===== src/rtl/ckgc_defs.vh =====
// constants for the clock generator strap latch and serial control port
//
// Contract
// (RULE1) power-good pin is a level strobe latching frequency, test and output-select straps.
// (RULE2) after power-good goes low, a high on that pin requests power-down.
// (RULE3) host settles frequency straps first; device samples them when power-good seen low.
// (RULE4) outside test mode capture fires once; later pin and strap changes are ignored.
// (RULE5) code 101 gives 100 MHz processor clock, 001 gives 133 MHz; others reserved.
// (RULE6) all serial registers load defaults at power-up; serial access is optional.
// (RULE7) host changes registers at init only, never for run-time power management.
// (RULE8) slave accepts byte write, byte read, block write and block read.
// (RULE9) block bytes go lowest first, each byte most significant bit first.
// (RULE10) host may stop a block after any whole byte; completed bytes take effect.
// (RULE11) single-byte accesses address the register byte indexed by the command byte.
// (RULE12) command bit 7 zero means block access, one means single-byte access.
// (RULE13) command bits 6..0 hold byte offset; host sends zeros for block accesses.
// (RULE14) slave answers only address byte 1101001x (D2h write, D3h read).
// (RULE15) each transfer opens start, address, write bit, ack, command, ack.
// (RULE16) block write sends a byte count after the command; slave acks count and data.
// (RULE17) test-select strap high at power-good assertion enters test mode.
// (RULE18) in test mode the test-output strap picks tri-state (0) or divided reference (1).
// (RULE19) output-select strap 1 gives third processor clock, 0 gives eighth serial clock.
`ifndef CKGC_DEFS_VH
`define CKGC_DEFS_VH

// ----------------------------------------------------------------
// serial port
// ----------------------------------------------------------------
`define CKGC_SLAVE_ADDR7 7'h69
`define CKGC_CMD_SINGLE_BIT 7
`define CKGC_REG_COUNT 8'h08
`define CKGC_IDX_BITS 7

// ----------------------------------------------------------------
// register reset values, byte 0 upward
// ----------------------------------------------------------------
`define CKGC_BYTE0_RST 8'hFF
`define CKGC_BYTE1_RST 8'hF6
`define CKGC_BYTE2_RST 8'hFF
`define CKGC_BYTE3_RST 8'h00
`define CKGC_BYTE4_RST 8'h00
`define CKGC_BYTE5_RST 8'h00
`define CKGC_BYTE6_RST 8'h00
`define CKGC_BYTE7_RST 8'h00

// ----------------------------------------------------------------
// frequency strap codes {bit2,bit1,bit0}
// ----------------------------------------------------------------
`define CKGC_FS_CPU100 3'b101
`define CKGC_FS_CPU133 3'b001

// ----------------------------------------------------------------
// pin synchroniser idle level
// ----------------------------------------------------------------
`define CKGC_SYNC_WIDTH 6
`define CKGC_SYNC_RST 6'h3F

`endif


===== src/rtl/ckgc_ctrl.v =====
// strap latch, power-down input and serial register port of the clock generator
`timescale 1ns/1ps
`include "ckgc_defs.vh"

module ckgc_ctrl (
  // clock and reset
  input wire clk_sys,
  input wire resetn,
  // strap and strobe pins
  input wire power_good_strobe_pin,
  input wire freq_sel_bit0,
  input wire freq_sel_bit1,
  input wire freq_sel_bit2,
  input wire proc_output_select_strap,
  // serial pins, sda is open drain
  input wire sclIn,
  input wire sdaIn,
  output wire sdaOut,
  output reg sdaOe,
  // latched strap results and power-down request
  output reg strapsLatched,
  output reg [2:0] freqSel,
  output wire cpu100Sel,
  output wire cpu133Sel,
  output wire freqReserved,
  output reg testMode,
  output reg testDriveRefDiv,
  output wire testOutputsHiZ,
  output reg third_processor_clock,
  output wire eighth_serial_ref_clock,
  output reg power_down_request,
  // register image for the clock outputs
  output wire [63:0] ctrlRegs
);

  // ----------------------------------------------------------------
  // pin synchronisation
  // ----------------------------------------------------------------
  wire [5:0] pinLevel;
  wire pgLevel;
  wire sclS;
  wire sdaS;
  wire [2:0] fsLevel;
  wire outSelLevel;

  ckgc_pin_sync pinSync (
    .clk_sys(clk_sys),
    .resetn(resetn),
    .pinIn({proc_output_select_strap, freq_sel_bit2, freq_sel_bit1, freq_sel_bit0,
      sdaIn, sclIn}),
    .pinLevel(pinLevel)
  );

  assign sclS = pinLevel[0];
  assign sdaS = pinLevel[1];
  assign fsLevel = pinLevel[4:2];
  assign outSelLevel = pinLevel[5];
  assign pgLevel = power_good_strobe_pin;
  // power-good passes its own three flops below so it can be read level-only
  reg pg1;
  reg pg2;
  reg pg3;
  reg pgS;

  // ----------------------------------------------------------------
  // strap latch and power-down
  // ----------------------------------------------------------------
  // strobe is active low; pins idle high after reset
  always @(posedge clk_sys or negedge resetn) begin
    if (!resetn) begin
      pg1 <= 1'b1;
      pg2 <= 1'b1;
      pg3 <= 1'b1;
      pgS <= 1'b1;
    end else begin
      pg1 <= pgLevel;
      pg2 <= pg1;
      pg3 <= pg2;
      if (pg2 == pg3) begin
        pgS <= pg3;
      end
    end
  end

  // capture while strobe low; test mode keeps the latch transparent
  always @(posedge clk_sys or negedge resetn) begin
    if (!resetn) begin
      strapsLatched <= 1'b0;
      freqSel <= 3'b000;
      testMode <= 1'b0;
      testDriveRefDiv <= 1'b0;
      third_processor_clock <= 1'b0;
      power_down_request <= 1'b0;
    end else begin
      if (!pgS && (!strapsLatched || testMode)) begin // [RULE1] [RULE3] [RULE4]
        strapsLatched <= 1'b1;
        freqSel <= fsLevel;
        testMode <= fsLevel[2]; // [RULE17]
        testDriveRefDiv <= fsLevel[1]; // [RULE18]
        third_processor_clock <= outSelLevel; // [RULE19]
      end
      // pin turns into a live power-down level once the strobe has fired
      power_down_request <= strapsLatched & pgS; // [RULE2]
    end
  end

  assign cpu100Sel = strapsLatched && (freqSel == `CKGC_FS_CPU100); // [RULE5]
  assign cpu133Sel = strapsLatched && (freqSel == `CKGC_FS_CPU133); // [RULE5]
  assign freqReserved = strapsLatched && !cpu100Sel && !cpu133Sel; // [RULE5]
  assign testOutputsHiZ = testMode & ~testDriveRefDiv; // [RULE18]
  assign eighth_serial_ref_clock = strapsLatched & ~third_processor_clock; // [RULE19]

  // ----------------------------------------------------------------
  // register bytes
  // ----------------------------------------------------------------
  localparam [63:0] REG_DEFAULTS = {`CKGC_BYTE7_RST, `CKGC_BYTE6_RST, `CKGC_BYTE5_RST,
    `CKGC_BYTE4_RST, `CKGC_BYTE3_RST, `CKGC_BYTE2_RST, `CKGC_BYTE1_RST, `CKGC_BYTE0_RST};

  reg wrStrobe;
  reg [2:0] wrIndex;
  reg [7:0] wrData;

  genvar g;
  generate
    for (g = 0; g < 8; g = g + 1) begin : regByte
      reg [7:0] value;
      // defaults at reset so the clocks run with no serial access
      always @(posedge clk_sys or negedge resetn) begin
        if (!resetn) begin
          value <= REG_DEFAULTS[g*8 +: 8]; // [RULE6]
        end else if (wrStrobe && (wrIndex == g)) begin
          value <= wrData;
        end
      end
      assign ctrlRegs[g*8 +: 8] = value;
    end
  endgenerate

  // ----------------------------------------------------------------
  // serial slave
  // ----------------------------------------------------------------
  localparam [2:0] ST_IDLE = 3'd0;
  localparam [2:0] ST_ADDR = 3'd1;
  localparam [2:0] ST_CMD = 3'd2;
  localparam [2:0] ST_CNT = 3'd3;
  localparam [2:0] ST_WDATA = 3'd4;
  localparam [2:0] ST_RDATA = 3'd5;
  localparam [2:0] ST_ACKOUT = 3'd6;
  localparam [2:0] ST_ACKIN = 3'd7;

  reg [2:0] state;
  reg [2:0] afterAck;
  reg sclPrev;
  reg sdaPrev;
  reg [6:0] rxShift;
  reg [7:0] txShift;
  reg [2:0] bitCnt;
  reg ackPending;
  reg blockMode;
  reg countSent;
  reg [6:0] ptr;

  wire sclRise = sclS & ~sclPrev;
  wire sclFall = ~sclS & sclPrev;
  wire startCond = sclS & sclPrev & sdaPrev & ~sdaS;
  wire stopCond = sclS & sclPrev & ~sdaPrev & sdaS;
  wire [7:0] rxByte = {rxShift, sdaS};
  wire inRange = ptr < `CKGC_REG_COUNT;
  wire [7:0] regRead = inRange ? ctrlRegs[ptr[2:0]*8 +: 8] : 8'h00;
  // block reads lead with the byte count, then data from byte 0
  wire [7:0] nextTx = (blockMode && !countSent) ? `CKGC_REG_COUNT : regRead; // [RULE9]
  wire loadAdvance = !(blockMode && !countSent);

  assign sdaOut = 1'b0; // open drain: only ever pulls low

  // one transfer engine; writes land per byte so a stop anywhere keeps them
  always @(posedge clk_sys or negedge resetn) begin
    if (!resetn) begin
      state <= ST_IDLE;
      afterAck <= ST_IDLE;
      sclPrev <= 1'b1;
      sdaPrev <= 1'b1;
      rxShift <= 7'h00;
      txShift <= 8'h00;
      bitCnt <= 3'd0;
      ackPending <= 1'b0;
      blockMode <= 1'b0;
      countSent <= 1'b0;
      ptr <= 7'h00;
      sdaOe <= 1'b0;
      wrStrobe <= 1'b0;
      wrIndex <= 3'd0;
      wrData <= 8'h00;
    end else begin
      sclPrev <= sclS;
      sdaPrev <= sdaS;
      wrStrobe <= 1'b0;
      if (startCond) begin // [RULE15]
        state <= ST_ADDR;
        bitCnt <= 3'd0;
        ackPending <= 1'b0;
        sdaOe <= 1'b0;
      end else if (stopCond) begin // [RULE10]
        state <= ST_IDLE;
        ackPending <= 1'b0;
        sdaOe <= 1'b0;
      end else begin
        case (state)
          ST_ADDR, ST_CMD, ST_CNT, ST_WDATA: begin
            if (sclRise) begin
              rxShift <= rxByte[6:0];
              bitCnt <= bitCnt + 3'd1;
              if (bitCnt == 3'd7) begin
                ackPending <= 1'b1;
                case (state)
                  ST_ADDR: begin
                    if (rxByte[7:1] != `CKGC_SLAVE_ADDR7) begin // [RULE14]
                      ackPending <= 1'b0;
                      state <= ST_IDLE;
                    end else if (rxByte[0]) begin
                      afterAck <= ST_RDATA; // [RULE8]
                      txShift <= nextTx;
                      countSent <= 1'b1;
                      if (loadAdvance) begin
                        ptr <= ptr + 7'd1;
                      end
                    end else begin
                      afterAck <= ST_CMD;
                    end
                  end
                  ST_CMD: begin
                    blockMode <= ~rxByte[`CKGC_CMD_SINGLE_BIT]; // [RULE12]
                    countSent <= 1'b0;
                    // block accesses always begin at byte 0
                    ptr <= rxByte[`CKGC_CMD_SINGLE_BIT] ? rxByte[6:0] : 7'h00; // [RULE11]
                    afterAck <= rxByte[`CKGC_CMD_SINGLE_BIT] ? ST_WDATA : ST_CNT; // [RULE16]
                  end
                  ST_CNT: begin
                    afterAck <= ST_WDATA; // [RULE16]
                  end
                  default: begin
                    afterAck <= ST_WDATA;
                    wrStrobe <= inRange; // [RULE10]
                    wrIndex <= ptr[2:0];
                    wrData <= rxByte;
                    ptr <= ptr + 7'd1; // [RULE9]
                  end
                endcase
              end
            end else if (sclFall && ackPending) begin
              ackPending <= 1'b0;
              state <= ST_ACKOUT;
              sdaOe <= 1'b1;
            end
          end
          ST_ACKOUT: begin
            if (sclFall) begin
              state <= afterAck;
              bitCnt <= 3'd0;
              sdaOe <= (afterAck == ST_RDATA) ? ~txShift[7] : 1'b0; // [RULE9]
            end
          end
          ST_RDATA: begin
            if (sclRise) begin
              bitCnt <= bitCnt + 3'd1;
            end else if (sclFall) begin
              if (bitCnt == 3'd0) begin
                // byte done: release for the host acknowledge
                state <= ST_ACKIN;
                sdaOe <= 1'b0;
              end else begin
                txShift <= {txShift[6:0], 1'b0};
                sdaOe <= ~txShift[6];
              end
            end
          end
          ST_ACKIN: begin
            if (sclRise) begin
              if (sdaS) begin
                state <= ST_IDLE; // not acknowledged: read ends
              end else begin
                txShift <= nextTx;
                countSent <= 1'b1;
                if (loadAdvance) begin
                  ptr <= ptr + 7'd1;
                end
              end
            end else if (sclFall) begin
              state <= ST_RDATA;
              bitCnt <= 3'd0;
              sdaOe <= ~txShift[7];
            end
          end
          default: begin
            sdaOe <= 1'b0;
          end
        endcase
      end
    end
  end

endmodule // ckgc_ctrl


===== src/rtl/ckgc_pin_sync.v =====
// three-stage pin synchroniser with agreement filter
`timescale 1ns/1ps
`include "ckgc_defs.vh"

module ckgc_pin_sync (
  // clock and reset
  input wire clk_sys,
  input wire resetn,
  // pins and filtered levels
  input wire [`CKGC_SYNC_WIDTH-1:0] pinIn,
  output wire [`CKGC_SYNC_WIDTH-1:0] pinLevel
);

  genvar g;
  generate
    for (g = 0; g < `CKGC_SYNC_WIDTH; g = g + 1) begin : bitSync
      reg stage1;
      reg stage2;
      reg stage3;
      reg level;
      // stage1 feeds only stage2; level moves once stages 2 and 3 agree
      always @(posedge clk_sys or negedge resetn) begin
        if (!resetn) begin
          stage1 <= 1'b1;
          stage2 <= 1'b1;
          stage3 <= 1'b1;
          level <= 1'b1;
        end else begin
          stage1 <= pinIn[g];
          stage2 <= stage1;
          stage3 <= stage2;
          if (stage2 == stage3) begin
            level <= stage3;
          end
        end
      end
      assign pinLevel[g] = level;
    end
  endgenerate

endmodule // ckgc_pin_sync


===== config.mk =====
export PLATFORM = sky130hd
export DESIGN_NAME = ckgc_ctrl
export DESIGN_NICKNAME = d
export VERILOG_FILES = /design/src/rtl/ckgc_ctrl.v /design/src/rtl/ckgc_pin_sync.v
export VERILOG_INCLUDE_DIRS = /design/src /design/src/rtl
export SDC_FILE = /design/constraint.sdc
export NUM_CORES = 1
export LEC_CHECK = 0
export CAP_MARGIN = 40
export CORE_MARGIN = 3
export CORE_UTILIZATION = 60
export CTS_BUF_LIST = sky130_fd_sc_hd__clkbuf_8 sky130_fd_sc_hd__clkbuf_16
export DETAILED_ROUTE_END_ITERATION = 6
export DONT_BUFFER_PORTS = 1
export PLACE_DENSITY = 0.76
export SYNTH_ARGS = -nofsm -noshare
export SYNTH_HDL_FRONTEND = slang
export SYNTH_HIERARCHICAL = 1
export SYNTH_SLANG_ARGS = --single-unit
export TNS_END_PERCENT = 10

===== constraint.sdc =====
create_clock -name clk_sys -period 2.35 [get_ports clk_sys]
set_input_delay 0.47 -clock clk_sys [delete_from_list [all_inputs] [get_ports clk_sys]]
set_output_delay 0.47 -clock clk_sys [all_outputs]
set_load 0.005 [all_outputs]

# Yosys cells after proc, flatten, opt, wreduce, memory -nomap -nowiden
# Cells that the tools add are included.
[classes]
add_sub_neg = 2
magnitude_cmp = 1
eq_ne = 59
n_shift = 1
n_mux = 82
bitwise_logic = 22
reduce_logical = 43
[ops]
columns = ["operator", "count"]
rows = [
  ["8-bit two-way mux", 12],
  ["3-bit two-way mux", 22],
  ["64-bit by 7-bit indexed part select with 8-bit output", 1],
  ["7-bit two-way mux", 8],
  ["3-bit equality test, second input constant", 11],
  ["4-bit != test, second input constant", 8],
  ["1-bit two-way mux", 31],
  ["5-bit != test, second input constant", 5],
  ["2-bit != test, second input constant", 12],
  ["8-bit case mux with 3 select lines", 1],
  ["7-bit case mux with 3 select lines", 1],
  ["10-bit AND reduction", 2],
  ["6-bit AND reduction", 3],
  ["1-bit logical AND", 15],
  ["7-bit case mux with 2 select lines", 1],
  ["13-bit AND reduction", 1],
  ["3-bit by 2-bit equality test with 1-bit output, second input constant", 4],
  ["1-bit NOT", 12],
  ["3-bit case mux with 4 select lines", 1],
  ["11-bit AND reduction", 1],
  ["1-bit bitwise AND", 10],
  ["3-bit by 1-bit equality test with 1-bit output, second input constant", 3],
  ["3-bit != test, second input constant", 3],
  ["3-bit case mux with 3 select lines", 1],
  ["other kinds (26)", 41],
]
[totals]
reg_bits = 149
in_bits = 9
out_inout_bits = 79
elab_cells = 267

# Longest topological paths before layout
# Gate-level depths: netlist of run 1.
[logic_depth]
depth_word = 9
ltp_mapped = 10
depth_no_buf = 8

# Hierarchy
# The synthesis of run 1 kept the hierarchy.
[modules_own_cells]
columns = ["mod", "instances", "cells_per_inst", "area_per_inst_um2", "seq_area_each_um2"]
rows = [
  ["ckgc_ctrl", 1, 540, 6498.7, 3113.0],
  ["ckgc_pin_sync", 1, 36, 743.2, 630.6],
]

# Worst setup path before layout of run 1
# OpenSTA, ideal clock, no wires.
[synth_path]
kind = "register to register"
from = "register pinSync.bitSync[0].level"
to = "register ptr[1]"
setup_time_ps = 125
arrival_time_ps = 1993
t_required_ps = 2225
setup_slack_ps = 233
stages_incl_launch_ff = 10
path_buffers = 2
synth_period_minus_slack_ps = 2117
cell_sequence = "dfstp_2 -> buf_4 -> ha_1 -> buf_2 -> and2_1 -> o21ai_0 -> o221ai_1 -> nand4_1 -> nor2_1 -> mux2_2"
[synth_via]
elab_chain_len = 5
elab_cells_between_ends = 11
cone_classes = "2 x eq/ne; 8 x bitwise; 1 x reduce/logical"
[synth_rtl]
columns = ["element", "line_no", "text"]
rows = [
  ["from (decl)", "ckgc_pin_sync.v:20", "reg level;"],
  ["from (signal assigned)", "ckgc_pin_sync.v:33", "level <= stage3;"],
  ["1-bit bitwise AND", "ckgc_ctrl.v:165, ckgc_ctrl.v:166", ""],
  ["1-bit bitwise AND (on tied branches) (2 in series)", "ckgc_ctrl.v:166, ckgc_ctrl.v:165", ""],
  ["1-bit NOT (no line)", "--", ""],
  ["10-bit AND reduction (no line) *", "--", ""],
  ["to (signal assigned)", "ckgc_ctrl.v:225", "ptr <= ptr + 7'd1;"],
  ["to (signal assigned)", "ckgc_ctrl.v:235", "ptr <= rxByte[`CKGC_CMD_SINGLE_BIT] ? rxByte[6:0] : 7'h00;"],
  ["to (signal assigned)", "ckgc_ctrl.v:246", "ptr <= ptr + 7'd1;"],
  ["to (decl)", "ckgc_ctrl.v:161", "reg [6:0] ptr;"],
]
# Mark *: on every way between the ends. The rest lies on a longest branch, timed or not.
# A chain may end at the register's enable or synchronous reset.

# Worst setup path after layout of run 1
[layout_path]
from = "register state[2]"
to = "register state[2]"
[layout_via]
elab_chain_len = 5
elab_cells_between_ends = 23
cone_classes = "17 x eq/ne; 3 x mux; 3 x reduce/logical"
[layout_rtl]
columns = ["element", "line_no", "text"]
rows = [
  ["from (decl)", "ckgc_ctrl.v:151", "reg [2:0] state;"],
  ["from (signal assigned)", "ckgc_ctrl.v:258", "state <= afterAck;"],
  ["3-bit by 1-bit equality test with 1-bit output (tied with other cells)", "ckgc_ctrl.v:208, ckgc_ctrl.v:215", ""],
  ["4-bit OR reduction", "ckgc_ctrl.v:208", "case (state)"],
  ["3-bit case mux with 4 select lines", "ckgc_ctrl.v:208", ""],
  ["3-bit two-way mux", "ckgc_ctrl.v:203", "end else if (stopCond) begin"],
  ["3-bit two-way mux", "ckgc_ctrl.v:198", "if (startCond) begin"],
]
# Several ways; a longest one is shown, not always the timed one.

==> results.md, run 1 <==
* Nets at 596
* Inserted Clock Buffers at 17
* Initial Util at a little over 60%
* Clk root buf: clkbuf_16
* I/O Pins at 88
* Crit path kind: reg -> reg
* Post-route DRC at 0
* Core box area at approximately 0.012 sq mm
* Vias in the first global route at 5025
* Fin area at 0.007991 sq mm
* Routability Congestion at 0.8627
* Final Hold Viols at 123
* Pre-CTS setup slack at 110.6 ps
* Share of the synthesized area in the top cell type at 32.83%
* Crit-path max FO at 16
* Buffers on Ports at 0
* Fin worst setup slack at 188.8 ps
* Die H at 115.9 microns
* Leading area contributor after synthesis: dfrtp_1
* Die X-Extent at 115.9 microns
* Seq/Total Area, Yosys at about half
* Placement Cell Area at approximately 0.0074 sq mm
* Cell Chain, Critical Path: or2b_4, nor2_1, o31a_1, nor3_2, mux2i_1, nor2_1
* YS warnings at 6
* Clk_skew at 7.942 ps
* WHS at -263.8 ps
* Final Util at approximately 70%
* Clock Path Buffers at 2
* Clock share of power at 43.6%
* Drt initial violations at about 340
* Clock Latency Late Sink at 430 ps
* Maximum VDD drop at 0.7228 mV
* RSZ-0062 raised after global routing: false
* Synth cell types at 77
* Pwr dens at 817.9 mW/mm^2
* Die area at 0.01342 sq mm
* Total number of vias at 4738
* Worst hold path type: in -> async
* Fin crit period at 2161 ps
* Sink Count at 147
* Sw power at roughly 1.7 mW
* Fin crit share at 91.97%
* Ant. Diodes at 0
* Data arrival, critical path at 2470 ps
* Drt wl/cell at 22.67 microns
* Avg Vias per Cell at 6.438
* Critical Path Max Stage Delay at 580 ps
* Post-synthesis instance area at 0.007242 sq mm
* # Max-Cap Violations at 0
* Placed Cells at a little over 700
* CTS tree: built
* Most frequent cell after synthesis: dfrtp_1
* Share of layout cells above drive strength 1 at between 40% and 50%
* Post-synthesis sequential element count at 147
* Number of synthesized flops with an enable pin at 0
* Hpwl dp at between 10000 and 15000 microns
* Top cells by count, synth: dfrtp_1, mux2_2, dfstp_2
* Syn Area/Cell at 12.57 sq um
* Num rows at 39
* Post-route ant nets at 0
* Slowest cell on crit path: dfrtp_1
* Status: complete, but fails checks
* Pre-Repair DR Iteration Count at 5
* Req. time, crit path at 2660 ps
* Largest net degree at the start of global routing at 148
* Worst slew pin tran at 597.2 ps
* Total Routing Usage GR at 26.54%
* Failing checks: negative hold slack
* Synth area leaders: dfrtp_1, dfstp_2, mux2_2, mux4_2, mux2i_1
* Initial antenna violation count at 0
* Max Freq at roughly 460 MHz
* Total gr overflow at 0
* Drt total wl at 16680 microns
* CP Launch Type: register
* Int Pwr at 4.794 mW
* Most used cell, CP: nor2_1
* Max Slew Vio Count at 0
* Ys async rst share at 100.0%
* Final setup vio count at 0
* Reg power frac at a little over two fifths
* WP buf/inv at 0
* Combinational power share at 13.5%
* Switching share of power at a little over a quarter
* Total Power at 6.536 mW
* Area Overhead vs Synth at 10.35%
* Setup Fix Bufs, Post-CTS at 0
* Leak at 3.556 nW
* Top delay family on crit path: simple AND/OR/NAND/NOR gates
* First-pass GRT wire length at between 20000 and 30000 microns
* Htree depth at 4
* Clock transition at path regs at 60 ps
* Total negative slack at 0 ps
* Slew margin rel. at 59.98%
* Post-route insts no fill at 736
* Top_reg_cell synth: dfrtp_1
* Cell count after synthesis at 576
* CP endpoint kind: register
* Synthesized Nets at 592
-- cell usage in the layout (no fill, tap or decap), drive strengths merged, types with 5 or more instances in the layout --
master and n:
inv 16, and3 7, dfrtp 95, o22a 6
mux2 94, a31oi 6, buf 25, nor2b 7
nand2b 8, maj3 7, nor2 33, dfstp 52
mux2i 14, clkbuf 19, nor3 7, and2 5
o21ai 25, ha 7, a21oi 22, mux4 16
nand3 13, nand2 36
-- area by class of cell --
class / instances / area [sq um]
multi-input combinational: 378 / 3191
fill: 804 / 3622
clock buffer: 19 / 452.9
sequential: 147 / 3745
inverter: 11 / 41.29
tap: 143 / 178.9
clock inverter: 13 / 170.2
timing repair buffer: 25 / 212.7
-- registers in the layout, indices dropped and copies added, names as in the netlist, 3 cells and up --
register	flops
pinSync/bitSync.stage2	6
ptr	7
pinSync/bitSync.stage1	6
wrIndex	3
state	3
regByte.value	64
txShift	8
pinSync/bitSync.stage3	6
wrData	8
rxShift	7
afterAck	3
pinSync/bitSync.level	6
bitCnt	3
freqSel	3
-- path summary, 6_finish.rpt --
| path | from | end | slack [ps] | depth (start not counted) |
|---|---|---|---|---|
| max | state[2] | state[2] | 190 | 6 |
| min in group clk_sys | sdaIn | pinSync/bitSync[1].stage1 | 40 | 0 |
| min reg2reg | pinSync/bitSync[5].stage1 | pinSync/bitSync[5].stage2 | 350 | 0 |
| max reg2reg | state[2] | state[2] | 190 | 6 |
| max in group asynchronous | resetn | pinSync/bitSync[5].level | 2300 | 0 |
| min | resetn | sdaOe | -260 | 0 |
-- power groups by stage --
| stage | combinational, mW | sequential [mW] | clock [mW] |
|---|---|---|---|
| CTS | 0.874 | 2.80 | 2.90 |
| finish | 0.882 | 2.80 | 2.85 |
| global route | 0.948 | 2.82 | 3.00 |
| floorplan | 0.729 | 2.78 | 0 |
| global placement | 0.831 | 2.83 | 0 |
| detailed placement | 0.860 | 2.84 | 0 |
-- metal layers --
layer  up-vias  global-route usage (%)  routed length [microns]
met1      2415                   34.22                     6753
met5         -                       0                        0
met4         0                   11.06                      487
met2       172                   41.81                     8228
li1       2111                       -                        -
met3        40                   8.512                     1214
-- kinds of logic (layout without fill, tap and decap cells) --
| kind of cell | after synthesis | in the layout | share of synthesized area, % |
|---|---|---|---|
| AOI/OAI and AO/OA | 93 | 93 | 8.500 |
| xor gates and xnor gates | 5 | 5 | 0.6047 |
| adders and majority gates | 14 | 14 | 2.280 |
| buffers and inverters | 51 | 68 | 4.371 |
| DFF | 147 | 147 | 51.69 |
| muxes | 124 | 124 | 21.53 |
| other | 1 | 1 | 0.05178 |
| and+or+nand+nor | 141 | 141 | 10.97 |
-- repair_timing --
item / CTS / global route
setup endpoints to repair: 0 / 4
gates resized for setup: 0 / 3
endpoints found under the hold margin: 147 / 147
-- worst register-to-register path: stages (launching register included) --
cell and delay [ps]:
dfrtp_1 580, or2b_4 350, nor2_1 70, o31a_1 360, nor3_2 390, mux2i_1 240
nor2_1 50
Note: power is estimated with default switching activity, not from simulation.
==> run 2, diff against run 1 <==
Clock period 2.35 ns to 2.1 ns, I/O delays scaled along.
==> run 2 against run 1 <==
The flow still finishes with violations (negative hold slack). Critical path depth rose by 1. Cell area rose by 4.0%. Non-clock buffer count rose by 38. Wire length rose by 4.3%. Clock power rose by 4%. Cell count rose by 5.2%. Critical endpoint is now state[0]. Die area did not move. First-iteration DRC count fell by 12%. Worst setup slack got worse by 130 ps. Sequential cell count did not move. Clock-buffer cell count rose by 2. Combinational power rose by 24%.
==> results.md, run 2 (synthesis gave the netlist of run 1 again) <==
* Initial Util at 62.36% (unchanged)
* Worst-case reg-to-reg path depth at 7 (was 6)
* Num rows at 39 (unchanged)
* Largest regs: regByte.value: 64 flops, txShift: 8 flops, wrData: 8 flops (unchanged)
* Maximum VDD drop at 0.7984 mV (was 0.7228 mV)
* Fin crit period at 2042 ps (was 2161 ps)
* WHS at -306.1 ps (was -263.8 ps)
* Core box area at 0.01161 sq mm (unchanged)
* Max Freq at 489.7 MHz (was 462.7 MHz)
* Nets at 634 (was 596)
* Most frequent cells in the layout: dfrtp_1, mux2_2, buf_4 (was dfrtp_1, mux2_2, dfstp_2)
* Status: complete, but fails checks (unchanged)
* Die H at 115.9 microns (unchanged)
* R2R Setup Slk at 60 ps (was 190 ps)
* Req. time, crit path at 2440 ps (was 2660 ps)
* Data arrival, critical path at 2390 ps (was 2470 ps)
* Placement Cell Area at 0.007591 sq mm (was 0.007358 sq mm)
* Htree depth at 4 (unchanged)
* Die area at 0.01342 sq mm (unchanged)
* Crit path kind: reg -> reg (unchanged)
* Commonest non-fill, non-tap cell in the layout: dfrtp_1 (unchanged)
* Die X-Extent at 115.9 microns (unchanged)
* Clk_skew at 8.033 ps (was 7.942 ps)
* First-pass GRT wire length at 27830 microns (was 27120 microns)
* Inserted Clock Buffers at 17 (unchanged)
* Hpwl dp at 11680 microns (was 11390 microns)
* Initial antenna violation count at 0 (unchanged)
* CP endpoint kind: register (unchanged)
* Drt initial violations at 300 (was 342)
* Avg Vias per Cell at 6.362 (was 6.438)
* Clock Path Buffers at 2 (unchanged)
* Final Hold Viols at 142 (was 123)
* Failing checks: negative hold slack (unchanged)
* Area occupied by multi-input gates at 0.003249 sq mm (was 0.003191 sq mm)
* Clock Latency Late Sink at 420 ps (was 430 ps)
* Vias in the first global route at 5233 (was 5025)
* Max FFs per register at 64 (unchanged)
* Clock transition at path regs at 60 ps (about the same)
* Post-route DRC at 0 (unchanged)
* Worst reg2reg path startpoint: sclPrev (was state[2])
* Clk root buf: clkbuf_16 (unchanged)
* Drt wl/cell at 22.48 microns (was 22.67 microns)
* Slew margin rel. at 66.08% (was 59.98%)
* CTS tree: built (unchanged)
* Filler cells at 778 (was 804)
* Fin crit share at 97.23% (was 91.97%)
* Worst slew pin tran at 505.7 ps (was 597.2 ps)
* Worst Setup SP: sclPrev (was state[2])
* Ant. Diodes at 0 (unchanged)
* Worst hold path type: in -> async (unchanged)
* Reg-to-reg endpoint: state[0] (was state[2])
* Share of layout cells above drive strength 1 at 45.48% (was 41.82%)
* I/O Pins at 88 (unchanged)
* Final setup vio count at 0 (unchanged)
* # hold bufs at CTS at 7
* Buffers on Ports at 0 (unchanged)
* Total number of vias at 4924 (was 4738)
* Max Slew Vio Count at 0 (unchanged)
* Pwr dens at 863.1 mW/mm^2 (was 817.9 mW/mm^2)
* Drt total wl at 17400 microns (was 16680 microns)
* Sink Count at 147 (unchanged)
* Largest net degree at the start of global routing at 148 (unchanged)
* CP Launch Type: register (unchanged)
* Area Overhead vs Synth at 14.79% (was 10.35%)
* Pre-Repair DR Iteration Count at 5 (unchanged)
* Setup crit end: state[0] (was state[2])
* Total Routing Usage GR at 27.25% (was 26.54%)
* Total gr overflow at 0 (unchanged)
* Post-route ant nets at 0 (unchanged)
* Routability Congestion at 0.9060 (was 0.8627)
* Biggest register: regByte.value (unchanged)
* Crit-path max FO at 7 (was 16)
* RSZ-0062 raised after global routing: true (was false)
* Setup Fix Bufs, Post-CTS at 0 (unchanged)
* Register area at 0.003745 sq mm (unchanged)
* # Max-Cap Violations at 0 (unchanged)
* Leak at 3.722 nW (was 3.556 nW)
* Fin area at 0.008313 sq mm (was 0.007991 sq mm)
run 2: how the worst min path moves through the flow:
| stage | startpoint | slack, ps | end |
|---|---|---|---|
| final | resetn | -310 | state[0] |
| after global routing | resetn | -320 | ackPending |
| after CTS | resetn | -320 | ackPending |
| after detailed placement | resetn | 130 | state[0] |
| after global placement | resetn | 130 | state[0] |
| after floorplan | resetn | 120 | ackPending |
run 2: cell type report:
type	count	area share, %
flip-flops and latches	147	45.05
multi-input cells	378	39.09
clock inverters	11	1.234
well taps	143	2.152
inverters	11	0.4967
repair buffers	63	6.201
clock buffers	21	5.780
run 2: power by group:
part           leakage (nW)  total, mW  switching, mW  internal [mW]
sequential             1.85       3.12          0.134           2.99
clock                 0.281       2.96           1.20           1.76
combinational          1.59       1.09          0.586          0.503
run 2: what timing repair did:
item,4_1_cts,5_1_grt
setup endpoints to repair,13,19
hold endpoints to repair,154,147
resized for setup,8,9
pin swaps,1,3
run 2: layer usage:
layer  track usage [%]  share of wire (%)  up-vias
met5                 0                  0        -
met4             12.53                2.9        0
met3             9.765                7.4       52
met2             43.69                 50      179
met1             33.22                 40     2510
li1                  -                  -     2183
run 2: worst max-delay path: stages, from the launching register on:
cell     delay, ps
dfstp_2        530
inv_1           40
ha_2           200
buf_4          170
a311o_1        370
or4_1          400
o31a_1         110
a21oi_1        150
run 2: metrics by stage:
step | util [%] | worst slack [ps] | setup TNS (ps) | cells | total power, mW
after global routing | 71.58 | -36.03 | -144.0 | 774 | 7.423
after CTS | 71.30 | 14.15 | 0 | 774 | 7.184
final | 71.58 | 58.09 | 0 | 774 | 7.175
after floorplan | - | 24.35 | 0 | 576 | 3.925
after global placement | 65.36 | -17.43 | -85.66 | 735 | 4.158
after detailed placement | 65.36 | -107.9 | -894.4 | 735 | 4.194
